[config.mk]
export PLATFORM = sky130hd
export DESIGN_NAME = psm_ctrl
export DESIGN_NICKNAME = d
export VERILOG_FILES = /design/src/psm_pkg.sv /design/src/psm_wake_sync.sv /design/src/psm_interval_timer.sv /design/src/psm_ctrl.sv
export SDC_FILE = /design/constraint.sdc
export NUM_CORES = 1
export LEC_CHECK = 0
export BUFFER_PORTS_ARGS = -buffer_cell sky130_fd_sc_hd__buf_2
export CAP_MARGIN = 20
export CORE_ASPECT_RATIO = 0.5
export CORE_UTILIZATION = 47
export CTS_CLUSTER_DIAMETER = 60
export DETAILED_ROUTE_END_ITERATION = 16
export MAX_ROUTING_LAYER = met4
export PLACE_DENSITY_LB_ADDON = 0.1
export SYNTH_ARGS = -nofsm -noshare
export SYNTH_HDL_FRONTEND = slang
export SYNTH_SLANG_ARGS = --single-unit
export TNS_END_PERCENT = 20
[constraint.sdc]
create_clock -name pclk -period 2.3 [get_ports pclk]
set_input_delay 0.115 -clock pclk [delete_from_list [all_inputs] [get_ports pclk]]
set_output_delay 0.115 -clock pclk [all_outputs]
set_load 0.01 [all_outputs]
[src/psm_pkg.sv]
// package of constants and carrier types for the power-saving mode controller
// What this block does
// - full stop halts main oscillator, freezes functions, keeps all state
// - port pins keep driving data and direction levels in every mode
// - program counter holds address after the halt instruction during stop
// - halt with timer-wake select at 0 enters full stop
// - stop ends on reset or external interrupt; reset clears registers only
// - interrupt wake vectors if interrupts enabled, else resumes after halt
// - stop release counts interval timer 00 to ff, resumes on overflow
// - rc watchdog enable keeps rc oscillator running through stop
// - with interrupts enabled, watchdog wake gives internal reset if reset select 1, else runs service only if watchdog irq enabled
// - timer mode keeps oscillator; only divide-by-2048 and two timers run
// - halt with timer-wake select at 1 enters wake-up timer mode
// - timer wake works only when that timer is clocked from divide-by-2048
// - wake-up timer mode ends on reset, timer overflow or external interrupt
// - wake-up timer release needs no oscillator stabilisation delay
// - stop wakes on watchdog, irqs, counters, serial; timer mode adds timers
package psm_pkg;

  // clock control register bit positions
  localparam int CKC_TIMER_WAKE_BIT = 6;
  localparam int CKC_RC_WDT_BIT     = 5;
  localparam int CKC_WDT_RESET_BIT  = 4;
  localparam logic [7:0] CKC_RESET  = 8'h00;

  // interval timer start and end counts
  localparam logic [7:0] BIT_START  = 8'h00;
  localparam logic [7:0] BIT_END    = 8'hff;

  // divide ratio of the only prescaler tap alive in wake-up timer mode
  localparam int PRESCALE_DIV       = 2048;

  // number of wake sources: 4 irqs, 2 counters, serial, watchdog, 2 timers
  localparam int NUM_WAKE           = 10;
  localparam int W_IRQ0             = 0;
  localparam int W_EC0              = 4;
  localparam int W_SERIAL           = 6;
  localparam int W_WDT              = 7;
  localparam int W_TMR_A            = 8;
  localparam int W_TMR_C            = 9;

  typedef enum logic [2:0] {
    PSM_RUN    = 3'b000,
    PSM_STOP   = 3'b001,
    PSM_SETTLE = 3'b011,
    PSM_TIMER  = 3'b010,
    PSM_RESUME = 3'b110
  } psm_state_t;

  // what the cpu is told on wake
  typedef struct packed {
    logic resume;
    logic take_irq;
    logic wdt_reset;
  } psm_wake_t;

  // current power state to the clock tree
  typedef struct packed {
    logic main_osc_on;
    logic rc_osc_on;
    logic prescale_on;
    logic timers_on;
    logic cpu_clk_on;
  } psm_clk_t;

endpackage

[src/psm_wake_sync.sv]
// wake request latch and synchroniser
`timescale 1ns/1ps
module psm_wake_sync #(
  parameter int N = psm_pkg::NUM_WAKE
) (
  input  wire logic         pclk,
  input  wire logic         presetn,
  input  wire logic [N-1:0] req,
  input  wire logic         clr,
  output logic      [N-1:0] sync
);
  if (N < 1) begin : g_bad_n
    $error("psm_wake_sync needs at least one source");
  end

  logic [N-1:0] held;
  logic [N-1:0] next_held;
  logic [N-1:0] ff1;
  logic [N-1:0] ff2;

  // a request in the clear cycle survives
  always_comb begin
    next_held = (clr ? '0 : held) | req;
  end

  always_ff @(posedge pclk or negedge presetn) begin
    if (!presetn) begin
      held <= '0;
      ff1  <= '0;
      ff2  <= '0;
    end else begin
      held <= next_held;
      ff1  <= held;
      ff2  <= ff1;
    end
  end

  assign sync = ff2;
endmodule // psm_wake_sync

[src/psm_interval_timer.sv]
// oscillator stabilisation interval timer
`timescale 1ns/1ps
module psm_interval_timer #(
  parameter int W = 8
) (
  input  wire logic         pclk,
  input  wire logic         presetn,
  input  wire logic         start,
  input  wire logic         tick,
  output logic              overflow,
  output logic      [W-1:0] count
);
  if (W != 8) begin : g_bad_w
    $error("psm_interval_timer counts 8 bits only");
  end

  logic [W-1:0] cnt;
  logic [W-1:0] next_cnt;
  logic         run;
  logic         next_run;
  logic         ovf;
  logic         next_ovf;

  always_comb begin
    next_cnt = cnt;
    next_run = run;
    next_ovf = 1'b0;
    if (start) begin
      next_cnt = psm_pkg::BIT_START;
      next_run = 1'b1;
    end else if (run && tick) begin
      if (cnt == psm_pkg::BIT_END) begin
        next_ovf = 1'b1;
        next_run = 1'b0;
        next_cnt = psm_pkg::BIT_START;
      end else begin
        next_cnt = cnt + 1'b1;
      end
    end
  end

  always_ff @(posedge pclk or negedge presetn) begin
    if (!presetn) begin
      cnt <= psm_pkg::BIT_START;
      run <= 1'b0;
      ovf <= 1'b0;
    end else begin
      cnt <= next_cnt;
      run <= next_run;
      ovf <= next_ovf;
    end
  end

  assign overflow = ovf;
  assign count    = cnt;
endmodule // psm_interval_timer

[src/psm_ctrl.sv]
// power-saving mode controller top
`timescale 1ns/1ps
module psm_ctrl #(
  parameter int NW = psm_pkg::NUM_WAKE
) (
  input  wire logic            pclk,
  input  wire logic            presetn,
  input  wire logic            psel,
  input  wire logic            penable,
  input  wire logic            pwrite,
  input  wire logic [11:0]     paddr,
  input  wire logic [31:0]     pwdata,
  output logic      [31:0]     prdata,
  output logic                 pready,
  output logic                 pslverr,
  input  wire logic            halt_exec,
  input  wire logic [15:0]     halt_next_pc,
  input  wire logic            irq_global_en,
  input  wire logic            watchdog_irq_enable,
  input  wire logic            stab_tick,
  input  wire logic            timer_a_presc2048,
  input  wire logic            timer_c_presc2048,
  input  wire logic [3:0]      external_irq_inputs,
  input  wire logic [1:0]      event_counter_inputs,
  input  wire logic            serial_wake,
  input  wire logic            watchdog_wake,
  input  wire logic            timer_a_overflow,
  input  wire logic            timer_c_overflow,
  input  wire logic [7:0]      port_data_reg,
  input  wire logic [7:0]      port_dir_reg,
  output logic [7:0]           port_out,
  output logic [7:0]           port_oe,
  output logic [15:0]          hold_pc,
  output psm_pkg::psm_clk_t    clk_ctl,
  output psm_pkg::psm_wake_t   wake,
  output logic                 internal_reset
);
  if (NW != psm_pkg::NUM_WAKE) begin : g_bad_nw
    $error("psm_ctrl wake count fixed");
  end

  localparam logic [11:0] A_CLOCK_CONTROL = 12'h000;
  localparam logic [11:0] A_STATUS        = 12'h004;

  psm_pkg::psm_state_t state;
  psm_pkg::psm_state_t next_state;
  logic [7:0]  clock_control_register;
  logic [7:0]  next_ckc;
  logic [15:0] pc_q;
  logic [15:0] next_pc;
  logic        was_timer;
  logic        next_was_timer;
  psm_pkg::psm_wake_t wake_q;
  psm_pkg::psm_wake_t next_wake;
  logic        irst_q;
  logic        next_irst;
  logic [31:0] rdata_q;
  logic [31:0] next_rdata;

  logic [NW-1:0] raw_wake;
  logic [NW-1:0] sync_wake;
  logic          wake_clr;
  logic          bit_start;
  logic          bit_ovf;
  logic [7:0]    bit_count;
  logic          any_stop_wake;
  logic          any_timer_wake;
  logic          wdt_hit;
  logic          timer_wake_sel;
  logic          rc_wdt_on;
  logic          wr_en;

  assign timer_wake_sel = clock_control_register[psm_pkg::CKC_TIMER_WAKE_BIT];
  assign rc_wdt_on      = clock_control_register[psm_pkg::CKC_RC_WDT_BIT];

  // raw wake requests; timer wake only counts on the 2048 tap
  always_comb begin
    raw_wake = '0;
    raw_wake[psm_pkg::W_IRQ0 +: 4] = external_irq_inputs;
    raw_wake[psm_pkg::W_EC0 +: 2]  = event_counter_inputs;
    raw_wake[psm_pkg::W_SERIAL]    = serial_wake;
    raw_wake[psm_pkg::W_WDT]       = watchdog_wake & rc_wdt_on;
    raw_wake[psm_pkg::W_TMR_A] = timer_a_overflow
                                 & timer_a_presc2048;
    raw_wake[psm_pkg::W_TMR_C] = timer_c_overflow
                                 & timer_c_presc2048;
  end

  psm_wake_sync #(.N(NW)) u_sync (
    .pclk    (pclk),
    .presetn (presetn),
    .req     (raw_wake),
    .clr     (wake_clr),
    .sync    (sync_wake)
  );

  psm_interval_timer #(.W(8)) u_bit (
    .pclk     (pclk),
    .presetn  (presetn),
    .start    (bit_start),
    .tick     (stab_tick),
    .overflow (bit_ovf),
    .count    (bit_count)
  );

  assign wdt_hit        = sync_wake[psm_pkg::W_WDT];
  assign any_stop_wake  = |sync_wake[psm_pkg::W_WDT:0];
  assign any_timer_wake = |sync_wake;
  assign wake_clr       = (state == psm_pkg::PSM_RUN);
  assign bit_start      = (state == psm_pkg::PSM_STOP) && any_stop_wake;

  assign wr_en = psel && penable && pwrite;

  // power state sequencer
  always_comb begin
    next_state     = state;
    next_ckc       = clock_control_register;
    next_pc        = pc_q;
    next_was_timer = was_timer;
    next_wake      = '0;
    next_irst      = 1'b0;
    // byte write only; bit ops are software's concern
    if (wr_en && paddr == A_CLOCK_CONTROL && state == psm_pkg::PSM_RUN) begin
      next_ckc = pwdata[7:0];
    end
    unique case (state)
      psm_pkg::PSM_RUN: begin
        if (halt_exec) begin
          next_pc        = halt_next_pc;
          next_was_timer = timer_wake_sel;
          if (timer_wake_sel) begin
            next_state = psm_pkg::PSM_TIMER;
          end else begin
            next_state = psm_pkg::PSM_STOP;
          end
        end
      end
      psm_pkg::PSM_STOP: begin
        if (any_stop_wake) begin
          next_state = psm_pkg::PSM_SETTLE;
        end
      end
      psm_pkg::PSM_SETTLE: begin
        if (bit_ovf) begin
          next_state = psm_pkg::PSM_RESUME;
        end
      end
      psm_pkg::PSM_TIMER: begin
        if (any_timer_wake) begin
          next_state = psm_pkg::PSM_RESUME;
        end
      end
      psm_pkg::PSM_RESUME: begin
        next_state = psm_pkg::PSM_RUN;
        next_wake.resume = 1'b1;
        if (irq_global_en) begin
          if (wdt_hit
              && clock_control_register[psm_pkg::CKC_WDT_RESET_BIT]) begin
            next_irst        = 1'b1;
            next_wake.resume = 1'b0;
            next_ckc         = psm_pkg::CKC_RESET;
          end else if (wdt_hit) begin
            next_wake.take_irq = watchdog_irq_enable;
          end else begin
            next_wake.take_irq = 1'b1;
          end
        end
      end
    endcase
  end

  // register read data
  always_comb begin
    next_rdata = rdata_q;
    if (psel && !penable && !pwrite) begin
      unique case (paddr)
        A_CLOCK_CONTROL: next_rdata = {24'h000000, clock_control_register};
        A_STATUS:        next_rdata = {10'h000, bit_count, was_timer,
                                       sync_wake, state};
        default:         next_rdata = 32'h00000000;
      endcase
    end
  end

  always_ff @(posedge pclk or negedge presetn) begin
    if (!presetn) begin
      state                  <= psm_pkg::PSM_RUN;
      clock_control_register <= psm_pkg::CKC_RESET;
      pc_q                   <= 16'h0000;
      was_timer              <= 1'b0;
      wake_q                 <= '0;
      irst_q                 <= 1'b0;
      rdata_q                <= 32'h00000000;
    end else begin
      state                  <= next_state;
      clock_control_register <= next_ckc;
      pc_q                   <= next_pc;
      was_timer              <= next_was_timer;
      wake_q                 <= next_wake;
      irst_q                 <= next_irst;
      rdata_q                <= next_rdata;
    end
  end

  // clock gating per mode
  always_comb begin
    clk_ctl = '0;
    unique case (state)
      psm_pkg::PSM_STOP: begin
        clk_ctl.rc_osc_on = rc_wdt_on;
      end
      psm_pkg::PSM_SETTLE: begin
        clk_ctl.main_osc_on = 1'b1;
        clk_ctl.rc_osc_on   = rc_wdt_on;
      end
      psm_pkg::PSM_TIMER: begin
        clk_ctl.main_osc_on = 1'b1;
        clk_ctl.prescale_on = 1'b1;
        clk_ctl.timers_on   = 1'b1;
        clk_ctl.rc_osc_on   = rc_wdt_on;
      end
      default: begin
        clk_ctl.main_osc_on = 1'b1;
        clk_ctl.rc_osc_on   = rc_wdt_on;
        clk_ctl.prescale_on = 1'b1;
        clk_ctl.timers_on   = 1'b1;
        clk_ctl.cpu_clk_on  = 1'b1;
      end
    endcase
  end

  assign port_out       = port_data_reg;
  assign port_oe        = port_dir_reg;
  assign hold_pc        = pc_q;
  assign wake           = wake_q;
  assign internal_reset = irst_q;
  assign prdata         = rdata_q;
  assign pready         = psel && penable;
  assign pslverr        = psel && penable && (paddr != A_CLOCK_CONTROL)
                          && (paddr != A_STATUS);
endmodule // psm_ctrl

==> impl_metrics.tcl, run 1 <==
set metrics [dict create \
    status "finished clean" \
    finalWirelength_um 7989 \
    p_leak_nw 2.315 \
    avgRoutedWirePerCell_um 15.22 \
    cts_buffers 9 \
    dr.pass1.iters 4 \
    power.density_nw_per_um2 1022 \
    max_stage_delay_ps 680 \
    combPwrFrac 0.220 \
    worstReg2RegStart "state[0]" \
    viasPerCell 5.109 \
    clock_latency_ps 330 \
    critPathCaptureType "register" \
    mostFrequentLayoutCell "buf_2" \
    ant_nets 0 \
    cts_resized 0 \
    pwr-share-seq 0.466 \
    io_buffers 104 \
    sw_frac_of_total 0.2827 \
    fin_tns_setup_ps 0 \
    grt_max_degree 49 \
    rsz0062_at_grt "no" \
    timing_max_transition_violations_final 0 \
    setup_viol 0 \
    die_area_sq_um 8391 \
    cts.sink_count 93 \
    areaGrowthSynthToFinish_pct 24.80 \
    path_depth 4 \
    start_util 0.4990 \
    initialDrtViolationCount 154 \
    internal_power_mw 3.443 \
    grt_pass1_wl_um 12780 \
    finalCritPeriodShare 0.8094 \
    placed_area_sq_um 4250 \
    syn-cell-area_sq_um 3764 \
    grt_overflow 0 \
    cts.hold.buffers_added 12 \
    h-tree-depth 3 \
    synth_top_area_share 0.6184 \
    final_area_sq_um 4697 \
    post-cts-setup-buffers 0 \
    cts_tree "yes" \
    synth-seq-area-share 0.6184 \
    max-vdd-ir-drop_v 0.0006803 \
    synth_edf_count 0 \
    row_count 22 \
    max_slew.worst_pin.slew_ps 825.3 \
    fmax_mhz 537.2 \
    worst_r2r_endpoint "clock_control_register[3]" \
    synth_top_cell_by_area "dfrtp_1" \
    synth_seq_cells 93 \
    coreArea_sq_um 7542 \
    synthCells 307 \
    max-slew-margin-rel 0.4485 \
    cts-root-buf "clkbuf_16" \
    grt.total_usage 0.2126 \
    whs_ps 10.51 \
    antenna_found_initial 0 \
    cts.clk_slew.worst_paths_ps 60 \
    synth_cell_types 44 \
    vias 2682 \
    hold_viol 0 \
    n_antenna_cell 0 \
    die_h_um 65.28 \
    die_w_um 128.6 \
    critPathCapture "clock_control_register[3]" \
    post-route-min-period_ps 1862 \
    max_cap_viol_count 0 \
    switchingPower_mw 1.357 \
    ys_async_sr_fraction 1.000 \
    path_class "register to register" \
    crit_path_start_kind "register" \
    fin_nets 510 \
    synthTopCellsByArea "dfrtp_1 (62%), buf_4 (5.8%), mux2_2 (5.1%), a22o_1 (4.0%), mux2i_1 (2.1%)" \
    hpwl_um 5688 \
    path_delay_family "simple AND/OR/NAND/NOR gates" \
    arrival_ps 2070 \
    dpl_worst_slack_ps 364.4 \
    io_pins 172 \
    r2r_setup_slack_ps 440 \
    worst-r2r-cell-count 4 \
    worst-path-buf-inv 0 \
    final_util 0.6228 \
    crit_chain "or3_1, or4b_1, o21ai_1, a21oi_1" \
    startpoint "state[0]" \
    grt_pass1_vias 2745 \
    final_cell_mix "buf_2 (104), dfrtp_1 (93), nand2_1 (18)" \
    drc 0 \
    gp_congestion 0.8111 \
    final_layout_size_suffix_gt1_frac 0.3549 \
    critPathMaxFanout 8 \
    finClkSkew_ps 5.345 \
    synth_flop_cell "dfrtp_1" \
    setup_ws_ps 438.4 \
    cts.path.max_buffers 2 \
    postSynthAreaPerCell_sq_um 12.26 \
    cp_slowest_cell "or4b_1" \
    yosys_warnings 0 \
    hold_class "primary input to register" \
    clkPwrFrac 0.313 \
    cp.required_ps 2510 \
]
[cells in the mapped netlist (2+ instances only)]
| cell | n |
|---|---|
| clkbuf_1 | 8 |
| and2_1 | 2 |
| a21oi_1 | 15 |
| nand4_1 | 3 |
| and4_1 | 2 |
| and3_1 | 5 |
| o21ai_1 | 8 |
| dfrtp_1 | 93 |
| xor2_1 | 4 |
| nor2b_1 | 2 |
| nand3_1 | 11 |
| a21o_1 | 8 |
| buf_4 | 29 |
| o21ai_0 | 11 |
| nor2_1 | 12 |
| a22o_1 | 17 |
| nand2_1 | 18 |
| inv_1 | 4 |
| mux2_2 | 17 |
| buf_2 | 3 |
| nor4_1 | 4 |
| nand2b_1 | 2 |
| mux2i_1 | 8 |
[power by group through the flow]
stage / sequential, mW / clock, mW / combinational (mW)
2_1_floorplan: 2.29 / 0 / 0.632
3_3_place_gp: 2.24 / 0 / 1.01
3_5_place_dp: 2.26 / 0 / 1.05
4_1_cts: 2.24 / 1.54 / 1.06
5_1_grt: 2.29 / 1.61 / 1.17
6_report: 2.24 / 1.50 / 1.06
[flip-flops by register name, summed over array words and instances, names as in the netlist]
signal                  cells
prdata                     22
hold_pc                    16
u_sync.ff1                 10
u_sync.held                10
u_sync.sync                10
clock_control_register      8
u_bit.count                 8
state                       3
wake                        2
internal_reset              1
u_bit.overflow              1
u_bit.run                   1
was_timer                   1
[per-layer routing]
layer / part of all wire / routed length (um) / global-route usage / up-vias
li1: - / - / - / 1256
met1: 0.45 / 3585 / 0.2547 / 1295
met2: 0.46 / 3679 / 0.3385 / 94
met3: 0.062 / 496 / 0.06515 / 37
met4: 0.029 / 228 / 0.08971 / 0
met5: 0 / 0 / - / -
[how the worst min path moves through the flow]
stage / depth (start not counted) / startpoint / to / slack (ps)
6_report: 2 / halt_next_pc[5] / hold_pc[5] / 10
5_1_grt: 2 / halt_next_pc[11] / hold_pc[11] / 0.5
4_1_cts: 2 / halt_next_pc[14] / hold_pc[14] / 0.1
3_5_place_dp: 1 / presetn / hold_pc[5] / 160
3_3_place_gp: 1 / presetn / hold_pc[3] / 140
2_1_floorplan: 0 / presetn / clock_control_register[0] / -180
[area by class of cell]
| cell class | instances | area [sq um] |
|---|---|---|
| Multi-Input combinational cell | 178 | 1181 |
| Clock inverter | 4 | 55.05 |
| Timing Repair Buffer | 125 | 723.2 |
| Clock buffer | 12 | 256.5 |
| Fill cell | 623 | 2845 |
| Sequential cell | 93 | 2327 |
| Tap cell | 108 | 135.1 |
| Inverter | 5 | 18.77 |
[logic make-up after synthesis]
kind of cell | synth area share
compound gates | 0.1147
xor+xnor | 0.01164
fa+ha+maj | 0.003324
buf+inv | 0.07779
flops | 0.6184
mux | 0.07214
other cells | 0.0009964
simple gates | 0.1011
[per-stage QoR]
stage	cells	power (mW)
final	525	4.800
after global placement	495	3.248
after CTS	523	4.845
after global routing	525	5.064
after detailed placement	495	3.313
after floorplan	317	2.918
No activity file was read; power rests on OpenSTA's default activity.
==> run 2, diff against run 1 <==
- clock period: 2.3 -> 1.9 ns (I/O delays scaled with it)
==> run 2 against run 1 <==
  * Wire length is 2.4% higher
  * Worst setup slack lost 350 ps
  * Critical path type unchanged
  * First-iteration DRC count is 47% lower
  * Highest routed layer unchanged
  * Via count grew 4.5%
  * Final area is 5.6% higher
  * Sequential cell count did not move
==> impl_metrics.tcl, run 2 (synthesized netlist as in run 1, its figures left out) <==
set metrics [dict create \
    status "finished clean" \
    start_util 0.4990 \
    fmax_mhz 551.5 \
    placed_area_sq_um 4303 \
    nFillCells 596 \
    critPathCaptureType "register" \
    max-vdd-ir-drop_v 0.0007886 \
    io_buffers 104 \
    whs_ps 9.163 \
    finClkSkew_ps 3.701 \
    areaGrowthSynthToFinish_pct 31.85 \
    grt_overflow 0 \
    grt_pass1_wl_um 13390 \
    hold_viol 0 \
    final_area_sq_um 4962 \
    cts_buffers 9 \
    critPathMaxFanout 13 \
    mostFrequentLayoutCell "buf_2" \
    path_class "register to register" \
    n_antenna_cell 0 \
    crit_chain "or3_1, buf_6, a22o_1, dlygate4sd3_1" \
    post-route-min-period_ps 1813 \
    dpl_worst_slack_ps 74.01 \
    timing_max_transition_violations_final 0 \
    io_pins 172 \
    power_mw 5.931 \
    cts.path.max_buffers 2 \
    multiInputGateArea_sq_um 1185 \
    die_h_um 65.28 \
    hpwl_um 5554 \
    final_cell_mix "buf_2 (103), dfrtp_1 (93), dlygate4sd3_1 (34)" \
    path_delay_family "buffers and inverters" \
    avgRoutedWirePerCell_um 14.82 \
    ant_nets 0 \
    die_w_um 128.6 \
    final_util 0.6579 \
    crit_path_start_kind "register" \
    hold_class "primary input to register" \
    coreArea_sq_um 7542 \
    cts.sink_count 93 \
    cts_tree "yes" \
    finalWirelength_um 8180 \
    grt_max_degree 48 \
    drc 0 \
    power.density_nw_per_um2 1195 \
    fin_nets 537 \
    cts.clk_slew.worst_paths_ps 70 \
    die_area_sq_um 8391 \
    row_count 22 \
    setup_ws_ps 86.71 \
    regArea_sq_um 2327 \
    initialDrtViolationCount 81 \
    grt_pass1_vias 2825 \
    final_layout_size_suffix_gt1_frac 0.3514 \
    dr.pass1.iters 4 \
    largest_reg_flops 22 \
    rsz0062_at_grt "no" \
    max_cap_viol_count 0 \
    worst-path-buf-inv 2 \
    cp_slowest_cell "dlygate4sd3_1" \
    dp_cells 502 \
    h-tree-depth 3 \
    cts-root-buf "clkbuf_16" \
    gp_congestion 0.8707 \
    setup_viol 0 \
    viasPerCell 5.080 \
    p_leak_nw 2.429 \
    finalNonFillerCells 552 \
    fin_tns_setup_ps 0 \
    clock_latency_ps 340 \
    max_slew.worst_pin.slew_ps 609.2 \
    max_stage_delay_ps 550 \
    max-slew-margin-rel 0.5929 \
    arrival_ps 2040 \
    finalCritPeriodShare 0.9544 \
    vias 2804 \
    grt.total_usage 0.2212 \
    cp.required_ps 2120 \
    antenna_found_initial 0 \
]
==> run 2: final timing paths <==
| check | startpoint | to | slack [ps] | cells past startpoint |
|---|---|---|---|---|
| hold reg to reg | u_sync.ff1[5] | u_sync.sync[5] | 350 | 0 |
| setup reg to reg | state[1] | u_sync.held[8] | 90 | 4 |
| max in group asynchronous | presetn | u_sync.held[8] | 900 | 3 |
| setup / recovery | state[1] | u_sync.held[8] | 90 | 4 |
| hold / removal | pwdata[3] | clock_control_register[3] | 9 | 3 |
| min in group asynchronous | presetn | hold_pc[3] | 290 | 2 |
==> run 2: routing by layer <==
metal,GRT usage,routed length [um]
met5,-,0
met4,0.09706,210
met3,0.07329,529
met2,0.3541,3838
met1,0.2590,3602
==> run 2: what timing repair did <==
action	4_1_cts	5_1_grt
hold endpoints to repair	75	0
resized for setup	0	2
setup buffers	0	0
hold buffers	34	0
setup endpoints to repair	0	2
==> run 2: power by group <==
group	switching (mW)	internal (mW)	leakage, nW
Combinational	0.690	0.720	1.15
Clock	0.795	1.04	0.146
Sequential	0.252	2.43	1.14
Total	1.74	4.19	2.43
==> run 2: worst min-delay path: stages <==
cell,delay (ps)
buf_2,100
nand3_1,60
a21oi_1,60
==> run 2: area by class of cell <==
class / instances / area share
Clock inverter: 7 / 0.01740
Timing Repair Buffer: 152 / 0.1984
Multi-Input combinational cell: 178 / 0.2388
Inverter: 5 / 0.003782
Tap cell: 108 / 0.02723
Sequential cell: 93 / 0.4690
Clock buffer: 9 / 0.04539
